$ cat src/shared/ldrs_pkg.sv
// constants, codes and carrier types of the led driver reset and output stage
package ldrs_pkg;

	localparam int NCH = 8;
	localparam int DUTY_W = 8;

	// register byte offsets on the apb slave
	localparam logic [7:0] ADDR_MODE = 8'h00;
	localparam logic [7:0] ADDR_CHSEL = 8'h04;
	localparam logic [7:0] ADDR_DUTY_LO = 8'h08;
	localparam logic [7:0] ADDR_DUTY_HI = 8'h0C;
	localparam logic [7:0] ADDR_STATUS = 8'h10;

	// field positions
	localparam int MODE_INV_BIT = 0;
	localparam int MODE_DRV_BIT = 1;
	localparam int MODE_DOL_LSB = 2;
	localparam int STAT_STATE_LSB = 0;
	localparam int STAT_ARMED_BIT = 2;
	localparam int STAT_OE_BIT = 3;
	localparam int STAT_COUNT_LSB = 8;

	// reset values: everything zero, no channel selected
	localparam logic [3:0] MODE_RST = 4'h0;
	localparam logic [2*NCH-1:0] CHSEL_RST = 16'h0000;
	localparam logic [DUTY_W*NCH-1:0] DUTY_RST = 64'h0000_0000_0000_0000;
	localparam logic [31:0] RDATA_ZERO = 32'h0000_0000;

	// software reset call byte values
	localparam logic [7:0] SW_RESET_CALL_ADDR_BYTE = 8'h06;
	localparam logic [7:0] SW_RESET_CALL_KEY_ONE = 8'hA5;
	localparam logic [7:0] SW_RESET_CALL_KEY_TWO = 8'h5A;
	localparam logic [3:0] BITS_PER_BYTE = 4'h8;
	localparam logic [1:0] LAST_KEY_IDX = 2'h2;

	// channel state codes
	localparam logic [1:0] CH_OFF = 2'h0;
	localparam logic [1:0] CH_ON = 2'h1;
	localparam logic [1:0] CH_PWM = 2'h2;
	localparam logic [1:0] CH_GRP = 2'h3;

	// disabled output level codes
	localparam logic [1:0] DOL_LOW = 2'h0;
	localparam logic [1:0] DOL_HIGH = 2'h1;
	localparam logic [1:0] DOL_HIZ = 2'h2;

	// timing: bus free time, longest time so rounded down
	localparam int CLK_PERIOD_NS = 8;
	localparam int T_BUF_NS = 500;
	localparam int T_BUF_CYC = T_BUF_NS / CLK_PERIOD_NS;

	typedef enum logic [1:0] {
		ST_IDLE = 2'b00,
		ST_RECV = 2'b01,
		ST_ACK = 2'b11,
		ST_SKIP = 2'b10
	} ldrs_i2c_st_t;

	typedef struct packed {
		logic [1:0] disabled_output_level;
		logic output_drive_type;
		logic output_invert;
	} ldrs_mode_t;

	typedef struct packed {
		logic [NCH-1:0] upper;
		logic [NCH-1:0] lower;
	} ldrs_drive_t;

endpackage : ldrs_pkg

$ cat src/verilog/ldrs_out_stage.sv
// per-channel transistor control from state, invert, drive type and enable
`timescale 1ns/10ps
module ldrs_out_stage (
	input wire ldrs_pkg::ldrs_mode_t mode,
	input wire logic oe_n,
	input wire logic [2*ldrs_pkg::NCH-1:0] channel_state_select,
	input wire logic [ldrs_pkg::DUTY_W*ldrs_pkg::NCH-1:0] channel_duty,
	input wire logic [ldrs_pkg::DUTY_W-1:0] ind_phase,
	input wire logic grp_wave,
	output ldrs_pkg::ldrs_drive_t next_drive
);
	import ldrs_pkg::*;

	function automatic logic pwm_on(input logic [DUTY_W-1:0] duty,
		input logic [DUTY_W-1:0] phase);
		pwm_on = duty > phase;
	endfunction : pwm_on

	always_comb begin
		logic act;
		logic level;
		logic [1:0] sel;
		logic [DUTY_W-1:0] duty;
		act = 1'b0;
		level = 1'b0;
		sel = CH_OFF;
		duty = '0;
		next_drive = '0;
		for (int i = 0; i < NCH; i++) begin
			sel = channel_state_select[2*i +: 2];
			duty = channel_duty[DUTY_W*i +: DUTY_W];
			if (oe_n) begin
				// only the disabled level counts here, plus the drive type for the high level
				unique case (mode.disabled_output_level)
					DOL_LOW: next_drive.lower[i] = 1'b1;
					DOL_HIGH: next_drive.upper[i] = mode.output_drive_type;
					default: next_drive.lower[i] = 1'b0;
				endcase
			end else begin
				unique case (sel)
					CH_OFF: act = 1'b0;
					CH_ON: act = 1'b1;
					CH_PWM: act = pwm_on(duty, ind_phase);
					CH_GRP: act = pwm_on(duty, ind_phase) & grp_wave;
				endcase
				level = act ^ mode.output_invert;
				// lower sinks when active xor invert; upper sources only in totem-pole
				next_drive.lower[i] = level;
				next_drive.upper[i] = mode.output_drive_type & ~level;
			end
		end
	end

endmodule : ldrs_out_stage

$ cat src/verilog/ldrs_top.sv
// led driver reset logic, software reset call receiver and output control
//
// Chosen here: register access over APB and the register addresses.
`timescale 1ns/10ps
module ldrs_top (
	input wire logic pclk,
	input wire logic presetn,
	input wire logic psel,
	input wire logic penable,
	input wire logic pwrite,
	input wire logic [7:0] paddr,
	input wire logic [31:0] pwdata,
	output logic [31:0] prdata,
	output logic pready,
	output logic pslverr,
	input wire logic scl_in,
	input wire logic sda_in,
	output logic sda_out,
	output logic sda_oe,
	input wire logic oe_n,
	input wire logic [ldrs_pkg::DUTY_W-1:0] ind_phase,
	input wire logic grp_wave,
	output logic [ldrs_pkg::NCH-1:0] channel_upper,
	output logic [ldrs_pkg::NCH-1:0] channel_lower,
	output logic sw_reset_call
);
	import ldrs_pkg::*;

	// pin synchronisers: bit 0 scl, bit 1 sda, bit 2 output enable
	logic [2:0] sync_a;
	logic [2:0] sync_b;
	logic scl_d;
	logic sda_d;
	logic scl_s;
	logic sda_s;
	logic oe_s;
	logic scl_rise;
	logic scl_fall;
	logic start_det;
	logic stop_det;

	ldrs_i2c_st_t st;
	logic [3:0] bit_cnt;
	logic [7:0] shreg;
	logic [1:0] byte_idx;
	logic armed;
	logic [7:0] sw_reset_call_count;

	ldrs_mode_t mode;
	logic [2*NCH-1:0] channel_state_select;
	logic [DUTY_W*NCH-1:0] channel_duty;
	ldrs_drive_t next_drive;

	logic setup_ph;
	logic wr_en;
	logic [31:0] next_prdata;
	logic next_pslverr;

	function automatic logic ack_ok(input logic [1:0] idx,
		input logic [7:0] b);
		unique case (idx)
			2'h0: ack_ok = b == SW_RESET_CALL_ADDR_BYTE;
			2'h1: ack_ok = b == SW_RESET_CALL_KEY_ONE;
			2'h2: ack_ok = b == SW_RESET_CALL_KEY_TWO;
			2'h3: ack_ok = 1'b0;
		endcase
	endfunction : ack_ok

	always_ff @(posedge pclk or negedge presetn) begin
		if (!presetn) begin
			sync_a <= 3'h7;
			sync_b <= 3'h7;
			scl_d <= 1'b1;
			sda_d <= 1'b1;
		end else begin
			sync_a <= {oe_n, sda_in, scl_in};
			sync_b <= sync_a;
			scl_d <= sync_b[0];
			sda_d <= sync_b[1];
		end
	end

	assign scl_s = sync_b[0];
	assign sda_s = sync_b[1];
	assign oe_s = sync_b[2];
	assign scl_rise = scl_s & ~scl_d;
	assign scl_fall = ~scl_s & scl_d;
	assign start_det = scl_s & scl_d & sda_d & ~sda_s;
	assign stop_det = scl_s & scl_d & ~sda_d & sda_s;

	// reset call receiver; any refused byte parks it until start or stop
	always_ff @(posedge pclk or negedge presetn) begin
		if (!presetn) begin
			st <= ST_IDLE;
			bit_cnt <= 4'h0;
			shreg <= 8'h00;
			byte_idx <= 2'h0;
			armed <= 1'b0;
			sda_oe <= 1'b0;
		end else if (start_det) begin
			st <= ST_RECV;
			bit_cnt <= 4'h0;
			byte_idx <= 2'h0;
			armed <= 1'b0;
			sda_oe <= 1'b0;
		end else if (stop_det) begin
			st <= ST_IDLE;
			armed <= 1'b0;
			sda_oe <= 1'b0;
		end else begin
			unique case (st)
				ST_IDLE: st <= ST_IDLE;
				ST_RECV: begin
					if (scl_rise && bit_cnt != BITS_PER_BYTE) begin
						shreg <= {shreg[6:0], sda_s};
						bit_cnt <= bit_cnt + 4'h1;
					end else if (scl_fall && bit_cnt == BITS_PER_BYTE) begin
						if (ack_ok(byte_idx, shreg)) begin
							st <= ST_ACK;
							sda_oe <= 1'b1;
						end else begin
							st <= ST_SKIP;
							armed <= 1'b0;
						end
					end
				end
				ST_ACK: begin
					if (scl_fall) begin
						st <= ST_RECV;
						sda_oe <= 1'b0;
						bit_cnt <= 4'h0;
						if (byte_idx == LAST_KEY_IDX) begin
							armed <= 1'b1;
						end
						if (byte_idx != 2'h3) begin
							byte_idx <= byte_idx + 2'h1;
						end
					end
				end
				ST_SKIP: st <= ST_SKIP;
			endcase
		end
	end

	// the pin only ever pulls low; the enable carries the acknowledge
	always_ff @(posedge pclk or negedge presetn) begin
		if (!presetn) begin
			sda_out <= 1'b0;
		end else begin
			sda_out <= 1'b0;
		end
	end

	always_ff @(posedge pclk or negedge presetn) begin
		if (!presetn) begin
			sw_reset_call <= 1'b0;
			sw_reset_call_count <= 8'h00;
		end else begin
			sw_reset_call <= stop_det & armed;
			if (stop_det && armed) begin
				sw_reset_call_count <= sw_reset_call_count + 8'h01;
			end
		end
	end

	// register file; the call reset wins over a write in the same cycle
	assign setup_ph = psel & ~penable;
	assign wr_en = psel & penable & pwrite & pready;

	always_ff @(posedge pclk or negedge presetn) begin
		if (!presetn) begin
			mode <= MODE_RST;
			channel_state_select <= CHSEL_RST;
			channel_duty <= DUTY_RST;
		end else if (sw_reset_call) begin
			mode <= MODE_RST;
			channel_state_select <= CHSEL_RST;
			channel_duty <= DUTY_RST;
		end else if (wr_en) begin
			unique case (paddr)
				ADDR_MODE: mode <= pwdata[3:0];
				ADDR_CHSEL: channel_state_select <= pwdata[2*NCH-1:0];
				ADDR_DUTY_LO: channel_duty[31:0] <= pwdata;
				ADDR_DUTY_HI: channel_duty[63:32] <= pwdata;
				default: mode <= mode;
			endcase
		end
	end

	always_comb begin
		next_prdata = RDATA_ZERO;
		next_pslverr = 1'b0;
		unique case (paddr)
			ADDR_MODE: next_prdata[3:0] = mode;
			ADDR_CHSEL: next_prdata[2*NCH-1:0] = channel_state_select;
			ADDR_DUTY_LO: next_prdata = channel_duty[31:0];
			ADDR_DUTY_HI: next_prdata = channel_duty[63:32];
			ADDR_STATUS: begin
				next_prdata[STAT_STATE_LSB +: 2] = st;
				next_prdata[STAT_ARMED_BIT] = armed;
				next_prdata[STAT_OE_BIT] = oe_s;
				next_prdata[STAT_COUNT_LSB +: 8] = sw_reset_call_count;
			end
			default: next_pslverr = 1'b1;
		endcase
	end

	// one access cycle per transfer: answer is prepared in the setup cycle
	always_ff @(posedge pclk or negedge presetn) begin
		if (!presetn) begin
			pready <= 1'b0;
			pslverr <= 1'b0;
			prdata <= RDATA_ZERO;
		end else begin
			pready <= setup_ph;
			pslverr <= setup_ph & next_pslverr;
			if (setup_ph) begin
				prdata <= pwrite ? RDATA_ZERO : next_prdata;
			end
		end
	end

	ldrs_out_stage u_out_stage (
		.mode(mode),
		.oe_n(oe_s),
		.channel_state_select(channel_state_select),
		.channel_duty(channel_duty),
		.ind_phase(ind_phase),
		.grp_wave(grp_wave),
		.next_drive(next_drive)
	);

	always_ff @(posedge pclk or negedge presetn) begin
		if (!presetn) begin
			channel_upper <= '0;
			channel_lower <= '0;
		end else begin
			channel_upper <= next_drive.upper;
			channel_lower <= next_drive.lower;
		end
	end
endmodule : ldrs_top

$ cat config.mk
export PLATFORM = sky130hd
export DESIGN_NAME = ldrs_top
export DESIGN_NICKNAME = d
export VERILOG_FILES = /design/src/shared/ldrs_pkg.sv /design/src/verilog/ldrs_out_stage.sv /design/src/verilog/ldrs_top.sv
export SDC_FILE = /design/constraint.sdc
export NUM_CORES = 1
export LEC_CHECK = 0
export BUFFER_PORTS_ARGS = -buffer_cell sky130_fd_sc_hd__buf_2
export CAP_MARGIN = 20
export CELL_PAD_IN_SITES_DETAIL_PLACEMENT = 1
export CELL_PAD_IN_SITES_GLOBAL_PLACEMENT = 1
export CORE_MARGIN = 2
export CORE_UTILIZATION = 40
export CTS_BUF_LIST = sky130_fd_sc_hd__clkbuf_4
export DETAILED_ROUTE_END_ITERATION = 6
export HOLD_SLACK_MARGIN = 0.06
export PLACE_DENSITY = 0.7
export SYNTH_ARGS = -nofsm -noshare
export SYNTH_HDL_FRONTEND = slang
export SYNTH_SLANG_ARGS = --single-unit
$ cat constraint.sdc
create_clock -name pclk -period 3.3 [get_ports pclk]
set_input_delay 0.495 -clock pclk [delete_from_list [all_inputs] [get_ports pclk]]
set_output_delay 0.495 -clock pclk [all_outputs]
set_load 0.02 [all_outputs]
==> Yosys cells after proc, flatten, opt, wreduce, memory -nomap -nowiden <==
Cells that the tools add are included.
{ "word_totals": {"input_bits": 57, "ff_bits": 169, "wordCells": 260, "out_inout_bits": 53} }
{ "classes": {"order_cmp": 8, "eq_ne": 50, "muxes": 88, "bitwise_logic": 52, "n_reduce_logical": 36, "n_addsub": 3} }
{ "op_table": {"columns": ["op", "n"], "rows": [
  ["64-bit two-way mux", 2],
  ["32-bit two-way mux", 3],
  ["8-bit greater-than comparator", 8],
  ["16-bit two-way mux", 3],
  ["1-bit two-way mux", 46],
  ["2-bit == test, second input constant", 20],
  ["1-bit case mux with 4 select lines", 9],
  ["16-bit case mux with 2 select lines", 1],
  ["8-bit case mux with 4 select lines", 1],
  ["1-bit AND", 29],
  ["4-bit two-way mux", 7],
  ["4-bit inequality test, second input constant", 7],
  ["2-bit by 1-bit == test with 1-bit output, second input constant", 11],
  ["2-bit logical NOT", 11],
  ["2-bit two-way mux", 10],
  ["4-bit case mux with 5 select lines", 1],
  ["8-bit by 3-bit == test with 1-bit output, second input constant", 2],
  ["8-bit by 4-bit == test with 1-bit output, second input constant", 2],
  ["2-bit nonzero test", 8],
  ["1-bit NOT", 15],
  ["4-bit case mux with 3 select lines", 1],
  ["4-bit AND reduction", 3],
  ["8-bit by 1-bit adder with 8-bit output, second input constant", 1],
  ["8-bit by 5-bit == test with 1-bit output, second input constant", 1],
  ["other kinds (20)", 35]
]} }

==> Logic depth before layout (Yosys ltp) <==
{ "depth": {"word_depth": 14, "mapped_depth": 8, "ltp_nobuf": 7} }

==> Modules after synthesis <==
Synthesis repeated with hierarchy kept, for this count alone.
{ "unflattened": {"hier_cells": 1026, "hier_area_um2": 9638.0} }
{ "modules_own_cells": {"columns": ["mod", "cells_each", "seq_area_each_um2", "n_inst", "area_each_um2"], "rows": [
  ["ldrs_top", 734, 4239.1, 1, 7504.7],
  ["ldrs_out_stage", 292, 0.0, 1, 2133.3]
]} }

==> Worst setup path after synthesis <==
OpenSTA, ideal clock, no wires.
{ "synth_timing": {"path_kind": "reg-to-reg", "start": "register byte_idx[0]", "end": "register armed", "t_arrival_ns": 1.861, "required_time_ns": 3.181, "stages_incl_launch_ff": 8, "path_slack_ns": 1.320, "path_buffers": 0, "cell_sequence": "dfrtp_1 -> inv_1 -> ha_1 -> or4_1 -> a22oi_1 -> nand2_1 -> o211a_1 -> o21a_1"} }
{ "synth_between": {"elab_chain_cells": 9, "word_cells_on_any_way": 13} }
{ "synth_lines": {"columns": ["element", "line_no", "rtl"], "rows": [
  ["from (decl)", "ldrs_top.sv:45", "logic [1:0] byte_idx;"],
  ["from (signal assigned)", "ldrs_top.sv:136", "byte_idx <= byte_idx + 2'h1;"],
  ["2-bit == test, or another cell as far along", "ldrs_top.sv:61", "unique case (idx)"],
  ["1-bit case mux with 4 select lines", "ldrs_top.sv:61", null],
  ["1-bit two-way mux", "ldrs_top.sv:117", "end else if (scl_fall && bit_cnt == BITS_PER_BYTE) begin"],
  ["1-bit two-way mux", "ldrs_top.sv:114", "if (scl_rise && bit_cnt != BITS_PER_BYTE) begin"],
  ["1-bit two-way mux", "ldrs_top.sv:111", "unique case (st)"],
  ["1-bit two-way mux", "ldrs_top.sv:106", "end else if (stop_det) begin"],
  ["1-bit two-way mux", "ldrs_top.sv:100", "end else if (start_det) begin"],
  ["4-bit inequality test (no source line)", null, null],
  ["6-bit AND reduction (no source line) *", null, null],
  ["to (signal assigned)", "ldrs_top.sv:98", "armed <= 1'b0;"],
  ["to (signal assigned)", "ldrs_top.sv:104", "armed <= 1'b0;"],
  ["to (signal assigned)", "ldrs_top.sv:108", "armed <= 1'b0;"],
  ["to (decl)", "ldrs_top.sv:46", "logic armed;"]
]} }
Every way passes the cells marked *; elsewhere a longest branch is shown, timed or not. The select of a mux whose other input is x is not followed.
A chain may end at the register's enable or synchronous reset.

==> Worst setup path in the final report <==
Ends and elaborated chain as after synthesis.

==> results.md <==
- Outcome: completed
- Reg2reg setup slack: 1.00 ns
- Worst Setup Path Type: flop to flop
- Post-synthesis sequential area ratio: 45.33%
- Crit share post-route: 69.56%
- Final setup violation count: 0
- Area occupied by multi-input gates: 4783 um^2
- Initial antenna violation count: 1
- CTS Buffer Depth: 2
- Vias in the first global route: 8251
- Final Skew: 0.02885 ns
- Initial Utilization: 41.05%
- Fin nets: 1185
- Final worst-path setup slack: 1.005 ns
- Clock-pin transition on the worst setup and hold timing paths: 0.16 ns
- Total gr overflow: 0
- Wirelength, routed: 29.22 mm
- DR vias/cell: 5.610
- Crit path to: armed$_DFFE_PN0P_
- Synth warnings: 0
- Post-synth ARST share: 100.0%
- GRT Total Usage: 24.79%
- Post-DP HPWL: 21.08 mm
- Lkg Pwr: 4.806 nW
- Worst-Margin Slew: 0.8204 ns
- Sequential fraction of design power: 55.3%
- RSZ-0062 raised after global routing: false
- H-tree depth: 4
- Cell area after layout: 10550 um^2
- Endpoint class of the critical path: flop
- Worst-Skew Late Latency: 0.59 ns
- Synth top area cells: dfrtp_1, ha_1, nand2_1
- Port bufs: 108
- Max-slew violation count: 0
- Final cell count without fillers: 1381
- Clock sink total: 169
- Root buffer cell: clkbuf_4
- Net load switching power: 1.000 mW
- TritonRoute pass-1 iters: 5
- Terminus of the critical flop-to-flop path: armed$_DFFE_PN0P_
- Pre-CTS setup slack: 0.8514 ns
- Util after Layout: 46.31%
- Register area: 4240 um^2
- Tmin final: 2.295 ns
- First-pass GRT wire length: 46.43 mm
- Syn nets: 1091
- Drt wl/cell: 21.16 um
- Crit path from: byte_idx[0]$_DFFE_PN0P_
- Comb power frac: 7.9%
- Netlist cell types: 59
- Critical Path Source Type: flop
- IO Pins: 110
- Area leader, netlist: dfrtp_1
- Chip Height: 156.9 um
- Die ar.: 24620 um^2
- PostCTS Resize Cnt: 0
- Routed vias: 7748
- Max frequency: 0.4356 GHz
- Post-synthesis cell count: 959
- Core Region: 22780 um^2
- DR iter-0 viols: 376
- Peak VDD IR: 0.0001660 V
- Switching fraction of total power: 26.11%
- Slew margin rel.: 45.31%
- Yosys reg bits: 169
- Filler cells: 2595
- Routability cong.: 0.8615
- Avg Cell Area, Syn: 9.751 um^2
- Largest net degree at the start of global routing: 71
- Synth Flop Type: dfrtp_1
- Final Hold Viols: 0
- Pwr/cell area: 363.2 nW/um^2
- Worst R2R Start: byte_idx[0]$_DFFE_PN0P_
- Post-Place Cells: 1343
- Setup TNS Final: 0 ns
- DP Area: 10170 um^2
- EDFF count, synth: 0
- # Max-Cap Violations: 0
- CP Max Fanout: 6
- Layout area overhead: 12.79%
- Hold Path Class: primary input to flop
- Die W: 156.9 um
- Worst EP arrival: 2.78 ns
- DR DRC count: 0
- Site Rows: 55
- Internal power: 2.830 mW
- Remaining antenna violation count: 0
- Clk pwr share: 36.8%
- R2r worst-path depth: 7
- CP required: 3.78 ns
- Fraction of layout cells with a size suffix above 1: 17.92%
- Top-area cell type share of the netlist area: 43.08%
- Post-Syn Area: 9351 um^2
- TritonCTS buffer count: 17
- CTS tree: built
-- metal layers --
layer,share of wire (%),track usage (%),wire length (um)
met5,0,0,0
met3,3.9,3.717,1126
met4,2.1,8.126,615
met1,46,33.79,13520
met2,48,40.56,13950
-- state kept, by name, summed over array words and instances (netlist names) --
register              cells
armed                     1
bit_cnt                   4
byte_idx                  2
channel_duty             64
channel_lower             8
channel_state_select     16
channel_upper             8
mode                      4
prdata                   32
pready                    1
pslverr                   1
scl_d                     1
sda_d                     1
sda_oe                    1
shreg                     8
st                        2
sw_reset_call             1
sw_reset_call_count       8
sync_a                    3
sync_b                    3
-- layout by cell type, fill, tap and decap left out, types with 7 or more instances in the layout --
master    synthesis  routed
a211oi_1         15      15
a21oi_1          90      90
a22o_1           19      19
a22oi_1          25      25
buf_2            15     107
buf_4             3      13
clkbuf_4          0      21
dfrtp_1         161     160
dfstp_2           8       8
ha_1             75      75
inv_1            25      25
mux2_2           15      15
mux2i_1          32      32
nand2_1         165     165
nand2b_1         11      11
nand3_1          24      24
nand4_1          21      21
nor2_1           31      30
nor2b_1          20      20
nor4_1            7       7
o2111a_1          7       7
o211ai_1          8       8
o21ai_0          45      45
o21bai_1          7       7
o22ai_1           9       9
o31a_1            7       7
o31ai_1           8       8
or4_1             9       9
-- cells in the mapped netlist, drive strengths merged, types with 20 or more instances --
master / n
nand2: 165
a21oi: 90
nor2b: 20
nand3: 25
clkbuf: 27
inv: 25
o21ai: 48
nand4: 21
ha: 75
dfrtp: 161
buf: 24
a22oi: 25
nor2: 34
mux2i: 32
-- worst min path at each step --
| stage | startpoint | end | cells past startpoint |
|---|---|---|---|
| finish | pwdata[21] | channel_duty[53]$_DFFE_PN0P_ | 3 |
| global route | pwdata[19] | channel_duty[51]$_DFFE_PN0P_ | 3 |
| CTS | pwdata[21] | channel_duty[21]$_DFFE_PN0P_ | 3 |
| detailed placement | sync_a[2]$_DFF_PN1_ | sync_b[2]$_DFF_PN1_ | 0 |
| global placement | sync_a[1]$_DFF_PN1_ | sync_b[1]$_DFF_PN1_ | 0 |
| floorplan | presetn | armed$_DFFE_PN0P_ | 0 |
-- cell type report --
cell class	instances	share of cell area (%)
multi-input cells	714	45.35
well taps	313	3.713
diodes	2	0.04745
flip-flops and latches	169	40.20
repair buffers	126	6.679
clock buffers	21	1.495
clock inverters	11	1.625
inverters	25	0.8897
-- power groups by stage --
| stage | Clock (mW) | Combinational (mW) | Sequential [mW] |
|---|---|---|---|
| after floorplan | 0 | 0.127 | 2.16 |
| after global placement | 0 | 0.295 | 2.16 |
| after detailed placement | 0 | 0.304 | 2.16 |
| after CTS | 1.44 | 0.309 | 2.12 |
| after global routing | 1.52 | 0.336 | 2.12 |
| final | 1.41 | 0.304 | 2.12 |
-- critical path: stages, from the launching register on --
cell	delay [ns]
dfrtp_1	0.48
inv_1	0.10
ha_1	0.22
or4_1	0.51
a22oi_1	0.30
nand2_1	0.16
o211a_1	0.27
o21a_1	0.17
-- metrics by stage --
stage | hold slack [ns] | total power [mW]
after CTS | 0.1019 | 3.871
after global routing | 0.08256 | 3.984
after global placement | 0.3463 | 2.453
final | 0.1346 | 3.831
after floorplan | 0.1994 | 2.288
after detailed placement | 0.3472 | 2.461
-- repair_timing --
item	CTS	global route
endpoints found under the hold margin	67	0
setup endpoints to repair	0	0
buffers inserted	0	0
hold buffers	4	0
-- logic make-up after synthesis --
family	after synthesis	share of synthesized area, %
simple gates	325	17.30
flops	169	45.33
mux	47	5.231
xor+xnor	11	1.030
compound gates	255	17.42
other cells	1	0.04010
fa+ha+maj	75	10.03
buf+inv	76	3.612
(Power assumes the default switching activity.)
